## config.mk

```make
export PLATFORM = sky130hd
export DESIGN_NAME = diag_interrupt_beep_signaller
export DESIGN_NICKNAME = d
export VERILOG_FILES = /design/src/common/diag_signal_pkg.sv /design/src/core/beep_sequencer.sv /design/src/core/diag_interrupt_beep_signaller.sv
export SDC_FILE = /design/constraint.sdc
export NUM_CORES = 1
export LEC_CHECK = 0
export ABC_CLOCK_PERIOD_IN_PS = 2450
export BUFFER_PORTS_ARGS = -buffer_cell sky130_fd_sc_hd__buf_2
export CORE_ASPECT_RATIO = 0.7
export CORE_UTILIZATION = 50
export DETAILED_ROUTE_END_ITERATION = 8
export GPL_TIMING_DRIVEN = 0
export PLACE_DENSITY = 0.69
export REMOVE_ABC_BUFFERS = 1
export SYNTH_ARGS = -nofsm -noshare
export SYNTH_HDL_FRONTEND = slang
export SYNTH_SLANG_ARGS = --single-unit
```

## constraint.sdc

```tcl
create_clock -name core_clk_i -period 2.45 [get_ports core_clk_i]
set_input_delay 0.3675 -clock core_clk_i [delete_from_list [all_inputs] [get_ports core_clk_i]]
set_output_delay 0.3675 -clock core_clk_i [all_outputs]
set_load 0.05 [all_outputs]
```

## src/common/diag_signal_pkg.sv

```systemverilog
/*
 * Constants shared by the diagnostic interrupt and beep code signaller.
 * Assumes a 125 MHz controller clock; all times are converted to cycles here.
 */
package diag_signal_pkg;

    // Controller clock rate
    localparam int unsigned CLK_HZ           = 125_000_000;

    // Least diagnostic interrupt pulse width, in ms, and its cycle count (kHz rate rounded down, times ms)
    localparam int unsigned PULSE_MIN_MS     = 30;
    localparam int unsigned PULSE_MIN_CYC    = (CLK_HZ / 1000) * PULSE_MIN_MS;

    // Beep timing in ms: tone, gap inside a digit, gap between digits
    localparam int unsigned BEEP_ON_MS       = 200;
    localparam int unsigned BEEP_GAP_MS      = 200;
    localparam int unsigned DIGIT_GAP_MS     = 800;
    localparam int unsigned BEEP_ON_CYC      = (CLK_HZ / 1000) * BEEP_ON_MS;
    localparam int unsigned BEEP_GAP_CYC     = (CLK_HZ / 1000) * BEEP_GAP_MS;
    localparam int unsigned DIGIT_GAP_CYC    = (CLK_HZ / 1000) * DIGIT_GAP_MS;

    // Beep code layout: four digits of four bits, first digit in the top nibble
    localparam int unsigned DIGITS           = 4;
    localparam int unsigned DIGIT_W          = 4;
    localparam int unsigned CODE_W           = DIGITS * DIGIT_W;

    // Failure causes, one bit each, lowest index wins when several arrive at once
    localparam int unsigned CAUSE_N          = 6;
    localparam int unsigned CAUSE_CPU_MISS   = 0;
    localparam int unsigned CAUSE_SKU_MISM   = 1;
    localparam int unsigned CAUSE_PWR_FAULT  = 2;
    localparam int unsigned CAUSE_PWR_CTRL   = 3;
    localparam int unsigned CAUSE_VREG_WDT   = 4;
    localparam int unsigned CAUSE_PSU_COMPAT = 5;

    // Beep codes per cause
    localparam logic [15:0] CODE_CPU_MISS    = 16'h1521;
    localparam logic [15:0] CODE_SKU_MISM    = 16'h1524;
    localparam logic [15:0] CODE_PWR_FAULT   = 16'h1542;
    localparam logic [15:0] CODE_PWR_CTRL    = 16'h1544;
    localparam logic [15:0] CODE_VREG_WDT    = 16'h1512;
    localparam logic [15:0] CODE_PSU_COMPAT  = 16'h1514;

endpackage

```

## src/core/beep_sequencer.sv

```systemverilog
/*
 * Plays one four-digit beep code on a beeper output.
 * Assumes a single-cycle start strobe from logic on the same clock, taken only when idle.
 */
module beep_sequencer
    import diag_signal_pkg::*;
#(
    parameter int unsigned ON_CYC    = BEEP_ON_CYC,
    parameter int unsigned GAP_CYC   = BEEP_GAP_CYC,
    parameter int unsigned DGAP_CYC  = DIGIT_GAP_CYC
)
(
    // Clock and reset
    input  wire logic                 core_clk_i,
    input  wire logic                 reset_n_i,
    // Request
    input  wire logic                 start_i,
    input  wire logic [CODE_W-1:0]    code_i,
    // Result
    output logic                      beep_o,
    output logic                      busy_o
);

    // Elaboration check: the timer is 28 bits and the digit gap must outlast the beep gap
    if (ON_CYC < 1 || GAP_CYC < 1 || DGAP_CYC <= GAP_CYC || DGAP_CYC >= 2**28)
    begin : g_bad_timing
        $error("beep_sequencer: bad timing parameters");
    end

    typedef enum logic [1:0] {S_IDLE, S_ON, S_GAP} seq_state_t;

    typedef struct packed {
        seq_state_t          state;   // Sequencer phase
        logic [CODE_W-1:0]   code;    // Remaining digits, current in top nibble
        logic [2:0]          digit;   // Digits still to play, counting the current
        logic [DIGIT_W-1:0]  left;    // Beeps left in the current digit
        logic [27:0]         timer;   // Phase timer
        logic                beep;    // Tone output
        logic                busy;    // Code playing; a flop, so the port has no decode
    } seq_t;

    seq_t cur;
    seq_t next_cur;

    // Sequencer step: each digit gives as many beeps as its value, in order
    always_comb
    begin
        next_cur = cur;
        case (cur.state)
            S_IDLE:
            begin
                if (start_i)
                begin
                    next_cur.code  = code_i;
                    next_cur.digit = 3'(DIGITS);
                    next_cur.left  = code_i[CODE_W-1 -: DIGIT_W];
                    next_cur.timer = 28'(ON_CYC - 1);
                    // A zero digit plays no beep; treat it as a silent gap
                    next_cur.state = (code_i[CODE_W-1 -: DIGIT_W] != '0) ? S_ON : S_GAP;
                    next_cur.beep  = (code_i[CODE_W-1 -: DIGIT_W] != '0);
                end
            end
            S_ON:
            begin
                if (cur.timer != '0)
                    next_cur.timer = cur.timer - 28'h0000001;
                else
                begin
                    next_cur.beep  = 1'b0;
                    next_cur.left  = cur.left - 4'h1;
                    // Longer gap after the digit's last beep keeps groups apart
                    next_cur.timer = (cur.left == 4'h1) ? 28'(DGAP_CYC - 1)
                                                        : 28'(GAP_CYC - 1);
                    next_cur.state = S_GAP;
                end
            end
            S_GAP:
            begin
                if (cur.timer != '0)
                    next_cur.timer = cur.timer - 28'h0000001;
                else if (cur.left != '0)
                begin
                    next_cur.beep  = 1'b1;
                    next_cur.timer = 28'(ON_CYC - 1);
                    next_cur.state = S_ON;
                end
                else if (cur.digit > 3'h1)
                begin
                    // Advance to the next digit in order
                    next_cur.code  = {cur.code[CODE_W-DIGIT_W-1:0], 4'h0};
                    next_cur.digit = cur.digit - 3'h1;
                    next_cur.left  = cur.code[CODE_W-DIGIT_W-1 -: DIGIT_W];
                    next_cur.timer = 28'(ON_CYC - 1);
                    next_cur.beep  = (cur.code[CODE_W-DIGIT_W-1 -: DIGIT_W] != '0);
                    next_cur.state = next_cur.beep ? S_ON : S_GAP;
                end
                else
                    next_cur.state = S_IDLE;
            end
            default:
                next_cur.state = S_IDLE;
        endcase
        // Busy follows the phase, registered with it
        next_cur.busy = (next_cur.state != S_IDLE);
    end

    // State register
    always_ff @(posedge core_clk_i or negedge reset_n_i)
    begin
        if (!reset_n_i)
            cur <= '{state: S_IDLE, default: '0};
        else
            cur <= next_cur;
    end

    assign beep_o = cur.beep;
    assign busy_o = cur.busy;

endmodule // beep_sequencer

```

## src/core/diag_interrupt_beep_signaller.sv

```systemverilog
/*
 * Diagnostic interrupt pulse generator and failure beep code signaller.
 * Assumes pin-level inputs from the platform (synchronised here) and single-cycle
 * request strobes from controller logic on the same clock.
 * The button, the clear pins and the detection levels may change at any time;
 * the chassis request, the pre-timeout and its selector are already synchronous.
 * Logging itself happens elsewhere: this block only raises a one-cycle strobe.
 */
// Summary of operation
// - Interrupt pulse lasts at least 30 ms
// - One pulse, then locked until reset/power-down
// - Chassis-control request pulses the interrupt
// - Chassis-control pulse logs no event
// - Panel button pulses and logs sensor event
// - Watchdog pre-timeout pulses, logs no event
// - Beep code once per detection, never continuous
// - Each digit beeps its value, in order
// - Missing processor and identifier mismatch codes
// - Power-good dropout gives power-fault code
// - Power-good timeout gives power-control code
// - Regulator watchdog gives its own code
// - Incompatible supply at power failure coded
module diag_interrupt_beep_signaller
    import diag_signal_pkg::*;
#(
    parameter int unsigned PULSE_CYC = PULSE_MIN_CYC,
    parameter int unsigned ON_CYC    = BEEP_ON_CYC,
    parameter int unsigned GAP_CYC   = BEEP_GAP_CYC,
    parameter int unsigned DGAP_CYC  = DIGIT_GAP_CYC
)
(
    // Clock and reset
    input  wire logic    core_clk_i,
    input  wire logic    reset_n_i,
    // System state (clears lockout)
    input  wire logic    sys_reset_i,
    input  wire logic    power_down_i,
    // Interrupt triggers
    input  wire logic    chassis_pulse_req_i,
    input  wire logic    panel_button_n_i,
    input  wire logic    wdt_pretimeout_i,
    input  wire logic    pretimeout_nmi_sel_i,
    // Failure detections
    input  wire logic    cpu_missing_i,
    input  wire logic    model_sku_identifier_mismatch_i,
    input  wire logic    power_good_dropout_i,
    input  wire logic    power_good_timeout_i,
    input  wire logic    voltage_regulator_wdt_i,
    input  wire logic    power_supply_unit_incompat_i,
    // Outputs
    output logic         diag_nmi_o,
    output logic         panel_event_log_o,
    output logic         beep_o,
    output logic         beep_busy_o
);

    // Elaboration check: the pulse counter is 24 bits wide and must count at least once
    // Beep timing is checked inside the sequencer, next to the timer it loads
    if (PULSE_CYC < 1 || PULSE_CYC >= 2**24)
    begin : g_bad_pulse
        $error("diag_interrupt_beep_signaller: bad pulse width");
    end

    // Per-code lookup, indexed by cause
    // The first cause sits in the lowest slice, matching the cause bit order
    localparam logic [CAUSE_N*CODE_W-1:0] CODE_TABLE =
        {CODE_PSU_COMPAT, CODE_VREG_WDT, CODE_PWR_CTRL,
         CODE_PWR_FAULT, CODE_SKU_MISM, CODE_CPU_MISS};

    // All state of this block, registered as one word by one always_ff
    typedef struct packed {
        logic [1:0]          btn_sync;    // Button synchroniser (active level)
        logic                btn_prev;    // Last synchronised button level
        logic [1:0]          rst_sync;    // System reset synchroniser
        logic [1:0]          pdn_sync;    // Power-down synchroniser
        logic [CAUSE_N-1:0]  cause_s1;    // Cause synchroniser, first stage
        logic [CAUSE_N-1:0]  cause_s2;    // Cause synchroniser, second stage
        logic [CAUSE_N-1:0]  cause_prev;  // Previous cause levels for edges
        logic [CAUSE_N-1:0]  pending;     // Detected, not yet played
        logic                nmi;         // Interrupt output
        logic                locked;      // Lockout after one pulse
        logic [23:0]         pulse_cnt;   // Pulse width counter
        logic                log_evt;     // Sensor event strobe
        logic                start;       // Beep start strobe
        logic [CODE_W-1:0]   code;        // Code handed to the sequencer
    } sig_t;

    // Present state and the value it takes at the next edge
    sig_t cur;
    sig_t next_cur;

    // Helpers decoded from the state and the inputs, all but the raw cause_in levels on the controller clock
    logic                beep_raw;    // Tone from the sequencer flop
    logic                seq_busy;    // Sequencer playing, from its flop
    logic [CAUSE_N-1:0]  cause_in;    // Raw detection levels, cause order
    logic [CAUSE_N-1:0]  cause_rise;  // New detections this cycle
    logic [CAUSE_N-1:0]  pick;        // Lowest pending cause, one-hot
    logic                btn_press;   // Button press edge
    logic                clear_lock;  // Synchronised reset or power-down

    assign cause_in[CAUSE_CPU_MISS]   = cpu_missing_i;
    assign cause_in[CAUSE_SKU_MISM]   = model_sku_identifier_mismatch_i;
    assign cause_in[CAUSE_PWR_FAULT]  = power_good_dropout_i;
    assign cause_in[CAUSE_PWR_CTRL]   = power_good_timeout_i;
    assign cause_in[CAUSE_VREG_WDT]   = voltage_regulator_wdt_i;
    assign cause_in[CAUSE_PSU_COMPAT] = power_supply_unit_incompat_i;

    // Limitation: a level that drops and returns while still pending plays only once
    // Edges only: a level that stays asserted plays once, not continuously
    assign cause_rise = cur.cause_s2 & ~cur.cause_prev;
    assign btn_press  = cur.btn_sync[1] & ~cur.btn_prev;
    // Either clear pin, once synchronised, releases the lockout
    assign clear_lock = cur.rst_sync[1] | cur.pdn_sync[1];

    // One-hot pick of the lowest pending cause
    // A chain of masks; with six causes the path stays short
    genvar g;
    generate
        for (g = 0; g < CAUSE_N; g++)
        begin : g_pick
            // The lowest cause needs no mask
            if (g == 0)
                assign pick[g] = cur.pending[g];
            else
                assign pick[g] = cur.pending[g] & ~|cur.pending[g-1:0];
        end
    endgenerate

    // Next-state logic
    always_comb
    begin
        next_cur            = cur;
        // Synchronisers: two flops stand before any logic reads a pin
        next_cur.btn_sync   = {cur.btn_sync[0], ~panel_button_n_i};
        next_cur.btn_prev   = cur.btn_sync[1];
        next_cur.rst_sync   = {cur.rst_sync[0], sys_reset_i};
        next_cur.pdn_sync   = {cur.pdn_sync[0], power_down_i};
        // Detections: two flops, then one more for the edge
        next_cur.cause_s1   = cause_in;
        next_cur.cause_s2   = cur.cause_s1;
        next_cur.cause_prev = cur.cause_s2;
        // Strobes default low, so each lasts exactly one cycle
        next_cur.log_evt    = 1'b0;
        next_cur.start      = 1'b0;

        // Interrupt pulse: runs its full width even if reset arrives meanwhile
        // Triggers that arrive while pulsing or locked are dropped; a button press still logs its event
        if (cur.nmi)
        begin
            // Count down to zero, then drop the line
            if (cur.pulse_cnt != '0)
                next_cur.pulse_cnt = cur.pulse_cnt - 24'h000001;
            else
                next_cur.nmi = 1'b0;
        end
        // Clear waits until no pulse runs, so a pulse is never cut short
        else if (clear_lock)
            next_cur.locked = 1'b0;
        // Any trigger, when unlocked, starts the one pulse of this lock period
        else if (!cur.locked
                 && (chassis_pulse_req_i
                     || btn_press
                     || (wdt_pretimeout_i && pretimeout_nmi_sel_i)))
        begin
            // Start: raise, lock, load width minus one (the zero cycle counts too)
            next_cur.nmi       = 1'b1;
            next_cur.locked    = 1'b1;
            next_cur.pulse_cnt = 24'(PULSE_CYC - 1);
        end

        // Only the button logs a sensor event, whether or not it pulsed
        // The strobe follows every press, even one refused by the lockout
        next_cur.log_evt = btn_press;

        // Beep queue: new detections set pending, set wins over taking one
        // The start strobe blocks one more cycle, until the sequencer's busy is up
        if (!seq_busy && !cur.start && (cur.pending != '0))
        begin
            next_cur.start = 1'b1;
            next_cur.code  = '0;
            // Only one bit of pick is set, so the loop yields one code
            for (int i = 0; i < CAUSE_N; i++)
                if (pick[i])
                    next_cur.code = CODE_TABLE[i*CODE_W +: CODE_W];
            next_cur.pending = (cur.pending & ~pick) | cause_rise;
        end
        else
            next_cur.pending = cur.pending | cause_rise;
    end

    // State register
    // Asynchronous reset loads constants only; every output starts low
    always_ff @(posedge core_clk_i or negedge reset_n_i)
    begin
        if (!reset_n_i)
            cur <= '0;
        else
            cur <= next_cur;
    end

    // Beep code player
    // Timing counts pass straight through; the sequencer checks them itself
    beep_sequencer #(
        .ON_CYC   (ON_CYC),
        .GAP_CYC  (GAP_CYC),
        .DGAP_CYC (DGAP_CYC)
    ) u_beep (
        .core_clk_i (core_clk_i),
        .reset_n_i  (reset_n_i),
        .start_i    (cur.start),
        .code_i     (cur.code),
        .beep_o     (beep_raw),
        .busy_o     (seq_busy)
    );

    // Every output comes straight from a flop, here or in the sequencer
    assign diag_nmi_o        = cur.nmi;
    assign panel_event_log_o = cur.log_evt;
    assign beep_o            = beep_raw;
    assign beep_busy_o       = seq_busy;

endmodule // diag_interrupt_beep_signaller

```

[Word level (Yosys, flattened, before mapping)]
Index checks and enable logic that the tools add are counted.
Storage, ports and cells
  logic and storage cells: 125
  memories: 0
  ROM bits: 0
  RAM bits: 0
  bits in latches: 0
  register bits: 126
Operators by class
  reductions and logical operators: 36
  div/mod/pow operators: 0
  $lt $le $gt $ge: 1
  $mul: 0
  add/subtract/negate cells: 4
  equal/unequal tests: 12
  multiplexer cells: 35
  bitwise operators: 16
  shift-type cells: 0
Operators with widths (number)
  33-bit one-hot mux with 3 select lines: 1
  16-bit two-way mux: 5
  24-bit two-way mux: 3
  28-bit two-way mux: 2
  54-bit two-way mux: 1
  52-bit two-way mux: 1
  15-bit one-hot mux with 2 select lines: 1
  29-bit two-way mux: 1
  28-bit nonzero test: 1
  28-bit by 1-bit subtractor with 28-bit output, second input constant: 1
  27-bit two-way mux: 1
  26-bit two-way mux: 1
  25-bit two-way mux: 1
  24-bit nonzero test: 1
  24-bit by 1-bit subtractor with 24-bit output, second input constant: 1
  23-bit two-way mux: 1
  17-bit two-way mux: 1
  13-bit two-way mux: 1
  6-bit bitwise AND: 2
  6-bit NOT: 2
  6-bit bitwise OR: 2
  4-bit nonzero test: 3
  2-bit two-way mux: 5
  2-bit inequality test, second input constant: 5
  other kinds (31): 60

[Logic depth before layout (Yosys ltp)]
Gate-level depths: netlist (run 1).
  word-level depth: 8
  depth in mapped cells: 9
  gate-level depth less buffers: 7

[Modules after synthesis]
A second synthesis (run 1) with hierarchy kept.
Unflattened totals
  cells, all modules: 593
  area, all modules: 5776.8 µm²
Modules (own cells, without submodules)
  beep_sequencer: area an instance 3131.8 µm², instances 1, sequential area each 1276.2 µm², cells each 363
  diag_interrupt_beep_signaller: area an instance 2645.0 µm², instances 1, sequential area each 1651.6 µm², cells each 230

[Worst setup path before layout (run 1)]
Ideal clock, no wire load.
  path type: reg2reg
  from: reg cur[36] (netlist name)
  to: reg cur[18] (netlist name)
  required time: 2.325 ns
  data arrival time: 2.437 ns
  stages on the path, launching flop included: 8
  buffers on the path: 2
  setup time: 0.125 ns
  path slack: -0.112 ns
  clock period less this slack: 2.562 ns
  cell sequence: dfrtp_1 > or4_4 > buf_6 > or4_4 > o41ai_4 > buf_6 > nand2_4 > mux2_4
On the way
  longest elaborated chain between the ends: 3
RTL lines
  from (decl): RTL line diag_interrupt_beep_signaller.sv:89  | sig_t cur;
  from (signal assigned): RTL line diag_interrupt_beep_signaller.sv:198  | cur <= next_cur;
  24-bit nonzero test: RTL line diag_interrupt_beep_signaller.sv:151  | if (cur.pulse_cnt != '0)
  2-bit by 1-bit inequality test with 1-bit output (no line)
  3-bit AND reduction (no line)
No other way between the ends.
A chain may end at the register's enable or synchronous reset.

[Worst setup path after layout (run 1)]
Same ends and word-level chain as after synthesis.

==> results of run 1 <==
==> cell usage in the layout, fill, tap and decap left out, types with 4 or more instances in the layout <==
master / instances
a21o_1: 7
a21oi_1: 32
a221o_1: 7
a22o_1: 5
a31oi_1: 11
a41oi_1: 4
and2_1: 7
and3_1: 4
buf_2: 16
buf_4: 18
clkbuf_16: 17
clkinv_8: 4
dfrtp_1: 116
ha_1: 7
inv_1: 32
inv_8: 7
mux2i_1: 13
nand2_1: 31
nand3_1: 13
nand3b_1: 4
nand4_1: 7
nor2_1: 38
nor2b_1: 5
nor3_1: 20
nor4_1: 9
nor4_2: 4
o21ai_0: 24
o22a_1: 14
o31a_1: 4
o31ai_1: 11
or3_1: 7
or4_1: 6
xnor2_1: 5
xor2_1: 4
==> stage by stage <==
stage / TNS, ns / hold slack, ns / util, % / area [µm²] / total power [mW]
after floorplan: -23.54 / 0.0719 / - / 5610 / 4.44
after global placement: -113.46 / 0.331 / 53.2 / 5880 / 4.96
after detailed placement: -50.95 / 0.281 / 53.7 / 5930 / 5.11
after CTS: 0 / 0.0389 / 62.3 / 6880 / 7.93
after global routing: -0.189 / 0.0253 / 63.8 / 7050 / 8.56
final: 0 / 0.0439 / 63.8 / 7050 / 8.14
==> power by group through the flow <==
stage          sequential, mW  clock [mW]  combinational (mW)
3_3_place_gp             2.66           0                2.31
6_report                 2.70        2.48                2.95
4_1_cts                  2.68        2.51                2.75
2_1_floorplan            2.64           0                1.81
3_5_place_dp             2.68           0                2.42
5_1_grt                  2.76        2.60                3.19
==> cells in the mapped netlist, types with 4 or more instances <==
cell and instances:
dfrtp_1 116, nor2_1 40, a21oi_1 32, inv_1 32, nand2_1 31, o21ai_0 25, nor3_1 23, clkbuf_1 17
nand3_1 15, nor4_1 15, o22a_1 14, mux2i_1 13, o31ai_1 13, a31oi_1 11, ha_1 10, a21o_1 7
a221o_1 7, and2_1 7, nand4_1 7, or3_1 7, or4_1 7, nor2b_1 6, nor3b_1 6, a22o_1 5
xnor2_1 5, a41oi_1 4, and3_1 4, nand3b_1 4, o21a_1 4, o21ai_1 4, o31a_1 4, xor2_1 4
==> worst max path at each step <==
stage / from / to / slack, ns / cells after the start
floorplan: u_beep.cur[9] / u_beep.cur[18] / -0.90 / 5
global placement: u_beep.cur[9] / u_beep.cur[18] / -2.13 / 5
detailed placement: u_beep.cur[9] / u_beep.cur[13] / -1.08 / 5
CTS: u_beep.cur[2] / u_beep.cur[47] / 0.007 / 8
global route: cur[18] / cur[26] / -0.06 / 9
finish: cur[36] / cur[18] / 0.04 / 6
==> routing by layer <==
layer | part of all wire, % | vias to the layer above | wire (µm) | GRT usage, %
met5 | 0 | - | 0 | 0
met4 | 2.0 | 0 | 279 | 8.24
met3 | 6.0 | 34 | 836 | 6.07
met2 | 47 | 203 | 6500 | 37.4
met1 | 45 | 2345 | 6270 | 34.6
li1 | - | 2207 | - | -
==> area by class of cell <==
class	count	area [µm²]	area share, %
Sequential cell	116	2900	41.2
Multi-Input combinational cell	393	2900	41.1
Clock buffer	17	425	6.03
Timing Repair Buffer	41	335	4.76
Tap cell	153	191	2.72
Clock inverter	15	179	2.54
Inverter	32	120	1.70
==> cell families after synthesis <==
family / count (synthesis) / share of synthesized area [%]
and+or+nand+nor: 195 / 18.9
AOI/OAI and AO/OA: 161 / 19.8
DFF: 116 / 50.8
buffers and inverters: 54 / 3.99
muxes: 16 / 2.93
adders and majority gates: 10 / 2.19
xor gates and xnor gates: 9 / 1.38
==> sequential cells by signal (all words and copies together) (netlist names) <==
signal / count
cur: 64
diag_nmi_o: 1
panel_event_log_o: 1
u_beep.beep_o: 1
u_beep.busy_o: 1
u_beep.cur: 48
==> timing repair <==
item                                    CTS  global route
pin swaps                                 9             2
cloned                                    2             0
endpoints found under the setup margin   69            55
hold buffers                              1             0
gates resized for setup                  28            24
buffers inserted                         18             4
endpoints found under the hold margin    33             0
==> results.json, run 1 <==
{
  "setup_ws_ns": 0.0386,
  "drt_drc_violations_left": 0,
  "gp_congestion": 0.855,
  "gr-total-overflow": 0,
  "synth.area.top_cells": "dfrtp_1, a21oi_1, nor2_1",
  "postRouteWirelength_um": 13900,
  "rrSetupSlack_ns": 0.04,
  "r2r_end": "cur[18]",
  "place_hpwl_um": 8180,
  "die-area_um2": 11900,
  "cp.arrival_ns": 2.71,
  "ir_worst_vdd_mv": 0.613,
  "r2r_start": "cur[36]",
  "comb_power_share_pct": 36.3,
  "via_per_inst": 6.24,
  "drt_pass1_iterations": 5,
  "syn_inst": 561,
  "fillers": 872,
  "cp_max_fo": 7,
  "rows": 32,
  "yosys_warnings": 0,
  "post-place-cells": 710,
  "worstHoldStart": "power_good_dropout_i",
  "cpMostUsedCell": "or4_4",
  "p_leak_nw": 2.97,
  "power.internal_mw": 4.92,
  "area_delta_synth_final_pct": 23.4,
  "routedWlPerCell_um": 18.1,
  "htree_levels": 4,
  "grt_pass1_wl_um": 22700,
  "slew_headroom_pct": 43.0,
  "path_class": "reg2reg",
  "min_to": "cur[64]",
  "slew_viol_final": 0,
  "antenna_found_initial": 0,
  "clk_path_buf_depth": 2,
  "skew_ns": 0.0109,
  "drive_gt1_share_pct": 20.0,
  "start_util_pct": 51.7,
  "seq_area_frac_synth_pct": 50.8,
  "core_area_um2": 11100,
  "synth_ff_type": "dfrtp_1",
  "netlist-cell-type-count": 68,
  "hold_violations": 0,
  "synth_top_area_share_pct": 50.8,
  "crit_required_ns": 2.75,
  "tritoncts": "built",
  "power_frac_seq_pct": 33.2,
  "drtAntennaViolNets": 0,
  "pre_cts_slack_ns": -1.08,
  "die_h_um": 91.4,
  "die_w_um": 130,
  "grt_usage_pct": 24.7,
  "grt_pass1_vias": 4566,
  "clk_pin_slew_ns": 0.07,
  "fin_nets": 625,
  "hold_depth": 1,
  "synth_top_cell_by_area": "dfrtp_1",
  "critPathTopFamily": "simple AND/OR/NAND/NOR gates",
  "n_antenna_cell": 0,
  "power.density_nw_per_um2": 1150,
  "grt_max_degree": 84,
  "finalSetupViolations": 0,
  "reg2reg_depth": 6,
  "outcome": "complete, no violations",
  "crit_path_max_incr_delay_ns": 0.59,
  "synth_edf_count": 0,
  "clock_latency_ns": 0.42,
  "grt_setup_unrepaired": "yes",
  "tightest_slew_ns": 0.846,
  "clockPowerShare_pct": 30.5,
  "fin_crit_ns": 2.41,
  "hold_path.class": "in2reg",
  "cts.sinks": 116,
  "synth.ff_latch_count": 116,
  "fin_crit_sh_pct": 98.4,
  "crit_slowest_cell": "or4_4",
  "vias": 4789,
  "start_kind": "flip-flop",
  "netSwitchingFraction_pct": 39.6,
  "stdcell_count": 767,
  "p_switching_mw": 3.22,
  "cap_violations": 0,
  "cp-end-kind": "flip-flop",
  "numCtsBuffers": 17,
  "io_buffer_count": 17,
  "syn_area_per_cell_um2": 10.2,
  "max_clock_freq_ghz": 0.415,
  "async_flop_share_pct": 100,
  "cp_num_buf_inv": 1,
  "synthesis.area_um2": 5710,
  "drt_iter0_drc": 469,
  "io_pins": 18,
  "cts-root-buf": "clkbuf_16",
  "path_cells": "or4_4 -> or4_4 -> o41ai_4 -> buf_6 -> nand2_4 -> mux2_4"
}
Note: power is estimated with default switching activity, not from simulation.
==> inputs of run 2 (changes only) <==
--- a/config.mk
+++ b/config.mk
@@ -8,10 +8,9 @@
 export ABC_CLOCK_PERIOD_IN_PS = 2450
 export BUFFER_PORTS_ARGS = -buffer_cell sky130_fd_sc_hd__buf_2
 export CORE_ASPECT_RATIO = 0.7
-export CORE_UTILIZATION = 50
+export CORE_UTILIZATION = 25
 export DETAILED_ROUTE_END_ITERATION = 8
 export GPL_TIMING_DRIVEN = 0
-export PLACE_DENSITY = 0.69
 export REMOVE_ABC_BUFFERS = 1
 export SYNTH_ARGS = -nofsm -noshare
 export SYNTH_HDL_FRONTEND = slang
==> results.json, run 2 (synthesis gave the netlist of run 1 again) <==
{
  "die-area_um2": 23500,
  "htree_levels": 4,
  "gp_congestion": 0.802,
  "clockPowerShare_pct": 32.0,
  "power.density_nw_per_um2": 1150,
  "io_pins": 18,
  "numCtsBuffers": 17,
  "stdcell_count": 919,
  "netSwitchingFraction_pct": 36.5,
  "crit_path_end": "cur[18]",
  "cts.sinks": 116,
  "max_clock_freq_ghz": 0.413,
  "p_leak_nw": 2.99,
  "power_frac_seq_pct": 32.7,
  "cp.arrival_ns": 2.72,
  "clk_pin_slew_ns": 0.06,
  "r2r_end": "cur[18]",
  "start_kind": "flip-flop",
  "p_switching_mw": 3.04,
  "gr-total-overflow": 0,
  "fin_nets": 625,
  "largestRegisters": "cur: 64 flops, u_beep.cur: 48 flops",
  "top_register": "cur",
  "drive_gt1_share_pct": 20.4,
  "routedWlPerCell_um": 14.7,
  "vias": 4568,
  "largest_reg_flops": 64,
  "slew_headroom_pct": 37.6,
  "drt_drc_violations_left": 0,
  "fin_crit_sh_pct": 98.9,
  "fin_crit_ns": 2.42,
  "crit_required_ns": 2.75,
  "skew_ns": 0.0139,
  "cap_violations": 0,
  "worstSetupStartpoint": "cur[34]",
  "die_h_um": 128,
  "start_util_pct": 26.0,
  "grt_setup_unrepaired": "yes",
  "post-place-cells": 863,
  "fin_tns_setup_ns": 0,
  "n_antenna_cell": 0,
  "drt_pass1_iterations": 5,
  "drtAntennaViolNets": 0,
  "cp_max_fo": 7,
  "final_cell_mix": "dfrtp_1, nor2_1, a21oi_1, inv_1, nand2_1",
  "path_class": "reg2reg",
  "hold_violations": 0,
  "r2r_start": "cur[34]",
  "clk_path_buf_depth": 2,
  "power.internal_mw": 5.31,
  "hold_path.class": "in2reg",
  "setup_ws_ns": 0.0270,
  "reg2reg_depth": 6,
  "pre_cts_slack_ns": -1.09,
  "grt_max_degree": 76,
  "die_w_um": 183,
  "rrSetupSlack_ns": 0.03,
  "finish.utilization_pct": 33.0,
  "via_per_inst": 4.97,
  "core_area_um2": 22000,
  "tritoncts": "built",
  "outcome": "complete, no violations",
  "comb_power_share_pct": 35.4,
  "clock_latency_ns": 0.42,
  "drt_iter0_drc": 397,
  "postRouteWirelength_um": 13500,
  "cp-end-kind": "flip-flop",
  "antenna_found_initial": 0,
  "tightest_slew_ns": 0.927,
  "place_hpwl_um": 8380,
  "rows": 45,
  "io_buffer_count": 17,
  "grt_pass1_vias": 4237,
  "cts-root-buf": "clkbuf_16",
  "finalSetupViolations": 0,
  "slew_viol_final": 0,
  "ir_worst_vdd_mv": 0.625,
  "area_delta_synth_final_pct": 27.2,
  "grt_pass1_wl_um": 22100,
  "final_common_cell": "dfrtp_1",
  "grt_usage_pct": 11.9,
  "power_mw": 8.35
}
==> run 2: changes by cell type in the layout (fill, tap and decap cells not counted), moves of 2 or more <==
cell / change
nor4b_1: -2
nor4b_2: +2
bufinv_16: +3
clkinvlp_4: +2
clkbuf_8: +3
nor4_2: -2
inv_8: -7
nor3_2: +2
inv_6: +2
clkinv_8: -4
==> run 2: per-layer routing <==
layer	global-route usage, %	wire, µm	vias up
met1	17.8	7190	2244
li1	-	-	2186
met2	15.7	5510	127
met3	3.85	734	11
met5	0	0	-
met4	4.05	101	0
==> run 2: through the flow <==
stage | hold slack [ns] | area (µm²)
after floorplan | 0.0719 | 5610
after global placement | 0.332 | 6070
after detailed placement | 0.318 | 6140
after CTS | 0.0369 | 7050
after global routing | 0.0315 | 7270
final | 0.0563 | 7270
==> run 2: worst max-delay path, cell delays in order, from the launching register on <==
cell and delay, ns:
dfrtp_1 0.40, or4_4 0.57, or4_4 0.51, o41ai_4 0.28, buf_4 0.20, nand2_4 0.05, mux2_4 0.28
==> run 2: final cells by class <==
type	count	area (µm²)
flip-flops and latches	116	2900
repair buffers	42	355
fillers	2198	14700
multi-input cells	392	2880
inverters	32	120
well taps	305	382
clock inverters	12	166
clock buffers	20	467
==> run 2: worst min path at each step <==
stage          cells after the start             end                       startpoint  slack (ns)
2_1_floorplan                      0          cur[0]                        reset_n_i        0.07
3_3_place_gp                       0         cur[58]                          cur[64]        0.33
3_5_place_dp                       1  u_beep.cur[14]                        reset_n_i        0.32
4_1_cts                            1         cur[68]                     power_down_i        0.04
5_1_grt                            1         cur[68]                     power_down_i        0.03
6_report                           1         cur[63]  model_sku_identifier_mismatch_i        0.06
==> run 2: timing repair <==
item / in CTS / in global routing
endpoints found under the setup margin: 69 / 61
hold buffers: 1 / 0
endpoints found under the hold margin: 41 / 0
pin swaps: 8 / 2
buffers inserted: 15 / 6
cloned: 1 / 1
gates resized for setup: 21 / 30
==> run 2: power by group through the flow <==
stage	sequential, mW	clock (mW)	combinational (mW)
final	2.73	2.67	2.95
after detailed placement	2.69	0	2.45
after global routing	2.79	2.81	3.23
after floorplan	2.64	0	1.81
after global placement	2.68	0	2.37
after CTS	2.68	2.72	2.65
==> inputs of run 3 (changes only) <==
--- a/config.mk
+++ b/config.mk
@@ -7,10 +7,12 @@
 export LEC_CHECK = 0
 export ABC_CLOCK_PERIOD_IN_PS = 2450
 export BUFFER_PORTS_ARGS = -buffer_cell sky130_fd_sc_hd__buf_2
+export CAP_MARGIN = 10
 export CORE_ASPECT_RATIO = 0.7
 export CORE_UTILIZATION = 25
 export DETAILED_ROUTE_END_ITERATION = 8
 export GPL_TIMING_DRIVEN = 0
+export MAX_ROUTING_LAYER = met4
 export REMOVE_ABC_BUFFERS = 1
 export SYNTH_ARGS = -nofsm -noshare
 export SYNTH_HDL_FRONTEND = slang
==> results.json, run 3 (synthesis gave the netlist of run 1 again) <==
{
  "die_w_um": 183,
  "setup_ws_ns": 0.0198,
  "fin_tns_setup_ns": 0,
  "reg2reg_depth": 6,
  "path_class": "reg2reg",
  "finish.utilization_pct": 33.0,
  "use_met3_pct": 3.62,
  "clk_path_buf_depth": 2,
  "final_common_cell": "dfrtp_1",
  "clock_latency_ns": 0.42,
  "clk_pin_slew_ns": 0.06,
  "drive_gt1_share_pct": 20.2,
  "fin_crit_ns": 2.43,
  "netSwitchingFraction_pct": 36.5,
  "skew_ns": 0.0120,
  "routedWlPerCell_um": 14.7,
  "hold_depth": 1,
  "largestRegisters": "cur: 64 flops, u_beep.cur: 48 flops",
  "start_kind": "flip-flop",
  "grt_pass1_vias": 4228,
  "tightest_slew_ns": 0.901,
  "grt_usage_pct": 12.3,
  "gr-total-overflow": 0,
  "fin_crit_sh_pct": 99.2,
  "cp_max_fo": 7,
  "postRouteWirelength_um": 13500,
  "slew_headroom_pct": 39.3,
  "cts-root-buf": "clkbuf_16",
  "grtUsageMet2_pct": 15.7,
  "io_pins": 18,
  "p_leak_nw": 2.99,
  "htree_levels": 4,
  "ir_worst_vdd_mv": 0.632,
  "fillers": 2199,
  "rrSetupSlack_ns": 0.02,
  "numCtsBuffers": 17,
  "power.density_nw_per_um2": 1150,
  "antenna_found_initial": 0,
  "fin_nets": 624,
  "cp.arrival_ns": 2.73,
  "p_switching_mw": 3.05,
  "vias": 4537,
  "top_register": "cur",
  "crit_required_ns": 2.75,
  "comb_power_share_pct": 35.4,
  "grt_busiest_layer": "met1",
  "final_cell_mix": "dfrtp_1, nor2_1, a21oi_1, inv_1, nand2_1",
  "grt_setup_unrepaired": "yes",
  "max_clock_freq_ghz": 0.411,
  "cp-end-kind": "flip-flop",
  "power_frac_seq_pct": 32.6,
  "r2r_start": "cur[34]",
  "met1_usage_pct": 17.8,
  "die-area_um2": 23500,
  "rows": 45,
  "io_buffer_count": 17,
  "min_to": "cur[63]",
  "finalSetupViolations": 0,
  "outcome": "complete, no violations",
  "via_per_inst": 4.94,
  "cap_violations": 0,
  "grt_pass1_wl_um": 22100,
  "area_delta_synth_final_pct": 27.1,
  "gp_congestion": 0.814,
  "hold_path.class": "in2reg",
  "power_mw": 8.36,
  "clockPowerShare_pct": 32.0,
  "hold_violations": 0,
  "start_util_pct": 26.0,
  "place_hpwl_um": 8380,
  "largest_reg_flops": 64,
  "tritoncts": "built",
  "slew_viol_final": 0,
  "drt_iter0_drc": 419,
  "power.internal_mw": 5.31,
  "core_area_um2": 22000,
  "drt_pass1_iterations": 5,
  "n_antenna_cell": 0,
  "drt_drc_violations_left": 0,
  "drtAntennaViolNets": 0,
  "cts.sinks": 116,
  "grt_max_degree": 76,
  "worstHoldStart": "model_sku_identifier_mismatch_i",
  "die_h_um": 128,
  "r2r_end": "cur[18]",
  "pre_cts_slack_ns": -1.09
}
run 3: cell types whose count changed in the layout (fill, tap and decap cells not counted):
cell,previous run,this run
buf_4,18,17
run 3: metrics by stage:
stage | std cells | area, µm² | hold slack, ns
floorplan | 539 | 5610 | 0.0719
global placement | 861 | 6070 | 0.332
detailed placement | 863 | 6140 | 0.318
CTS | 912 | 7050 | 0.0369
global route | 918 | 7260 | 0.0319
finish | 918 | 7260 | 0.0532
run 3: critical path: stages (launching register included):
cell and delay (ns):
dfrtp_1 0.41, or4_4 0.57, or4_4 0.51, o41ai_4 0.28, buf_4 0.20, nand2_4 0.06
mux2_4 0.28
run 3: routing by layer:
metal,wire (µm),up-vias,part of all wire (%)
met4,182,0,1.3
met3,723,22,5.3
li1,-,2184,-
met1,7210,2213,53
met2,5420,118,40
met5,0,-,0
run 3: power groups by stage:
stage	sequential (mW)	clock, mW	combinational (mW)
global route	2.79	2.81	3.23
detailed placement	2.69	0	2.45
floorplan	2.64	0	1.81
finish	2.73	2.67	2.96
global placement	2.68	0	2.37
CTS	2.68	2.72	2.65
run 3: timing repair:
action / 4_1_cts / 5_1_grt
hold endpoints to repair: 41 / 0
setup buffers: 15 / 5
gates cloned: 1 / 1
hold buffers: 1 / 0
pin swaps: 8 / 2
setup endpoints to repair: 69 / 61
resized for setup: 21 / 30
run 3: layout make-up:
cell class                      count  area, µm²  share of cell area [%]
Tap cell                          305        382                    5.26
Inverter                           32        120                    1.65
Clock buffer                       20        467                    6.43
Timing Repair Buffer               41        348                    4.79
Clock inverter                     12        166                    2.29
Multi-Input combinational cell    392       2880                    39.6
Sequential cell                   116       2900                    40.0
run 3: worst max-delay path by stage:
| stage | endpoint | slack, ns | from | depth (start not counted) |
|---|---|---|---|---|
| after floorplan | u_beep.cur[18] | -0.90 | u_beep.cur[9] | 5 |
| after global placement | u_beep.cur[13] | -2.34 | u_beep.cur[9] | 5 |
| after detailed placement | u_beep.cur[5] | -1.09 | u_beep.cur[9] | 5 |
| after CTS | cur[35] | -0.003 | cur[20] | 5 |
| after global routing | cur[18] | -0.07 | cur[36] | 6 |
| final | cur[18] | 0.02 | cur[34] | 6 |
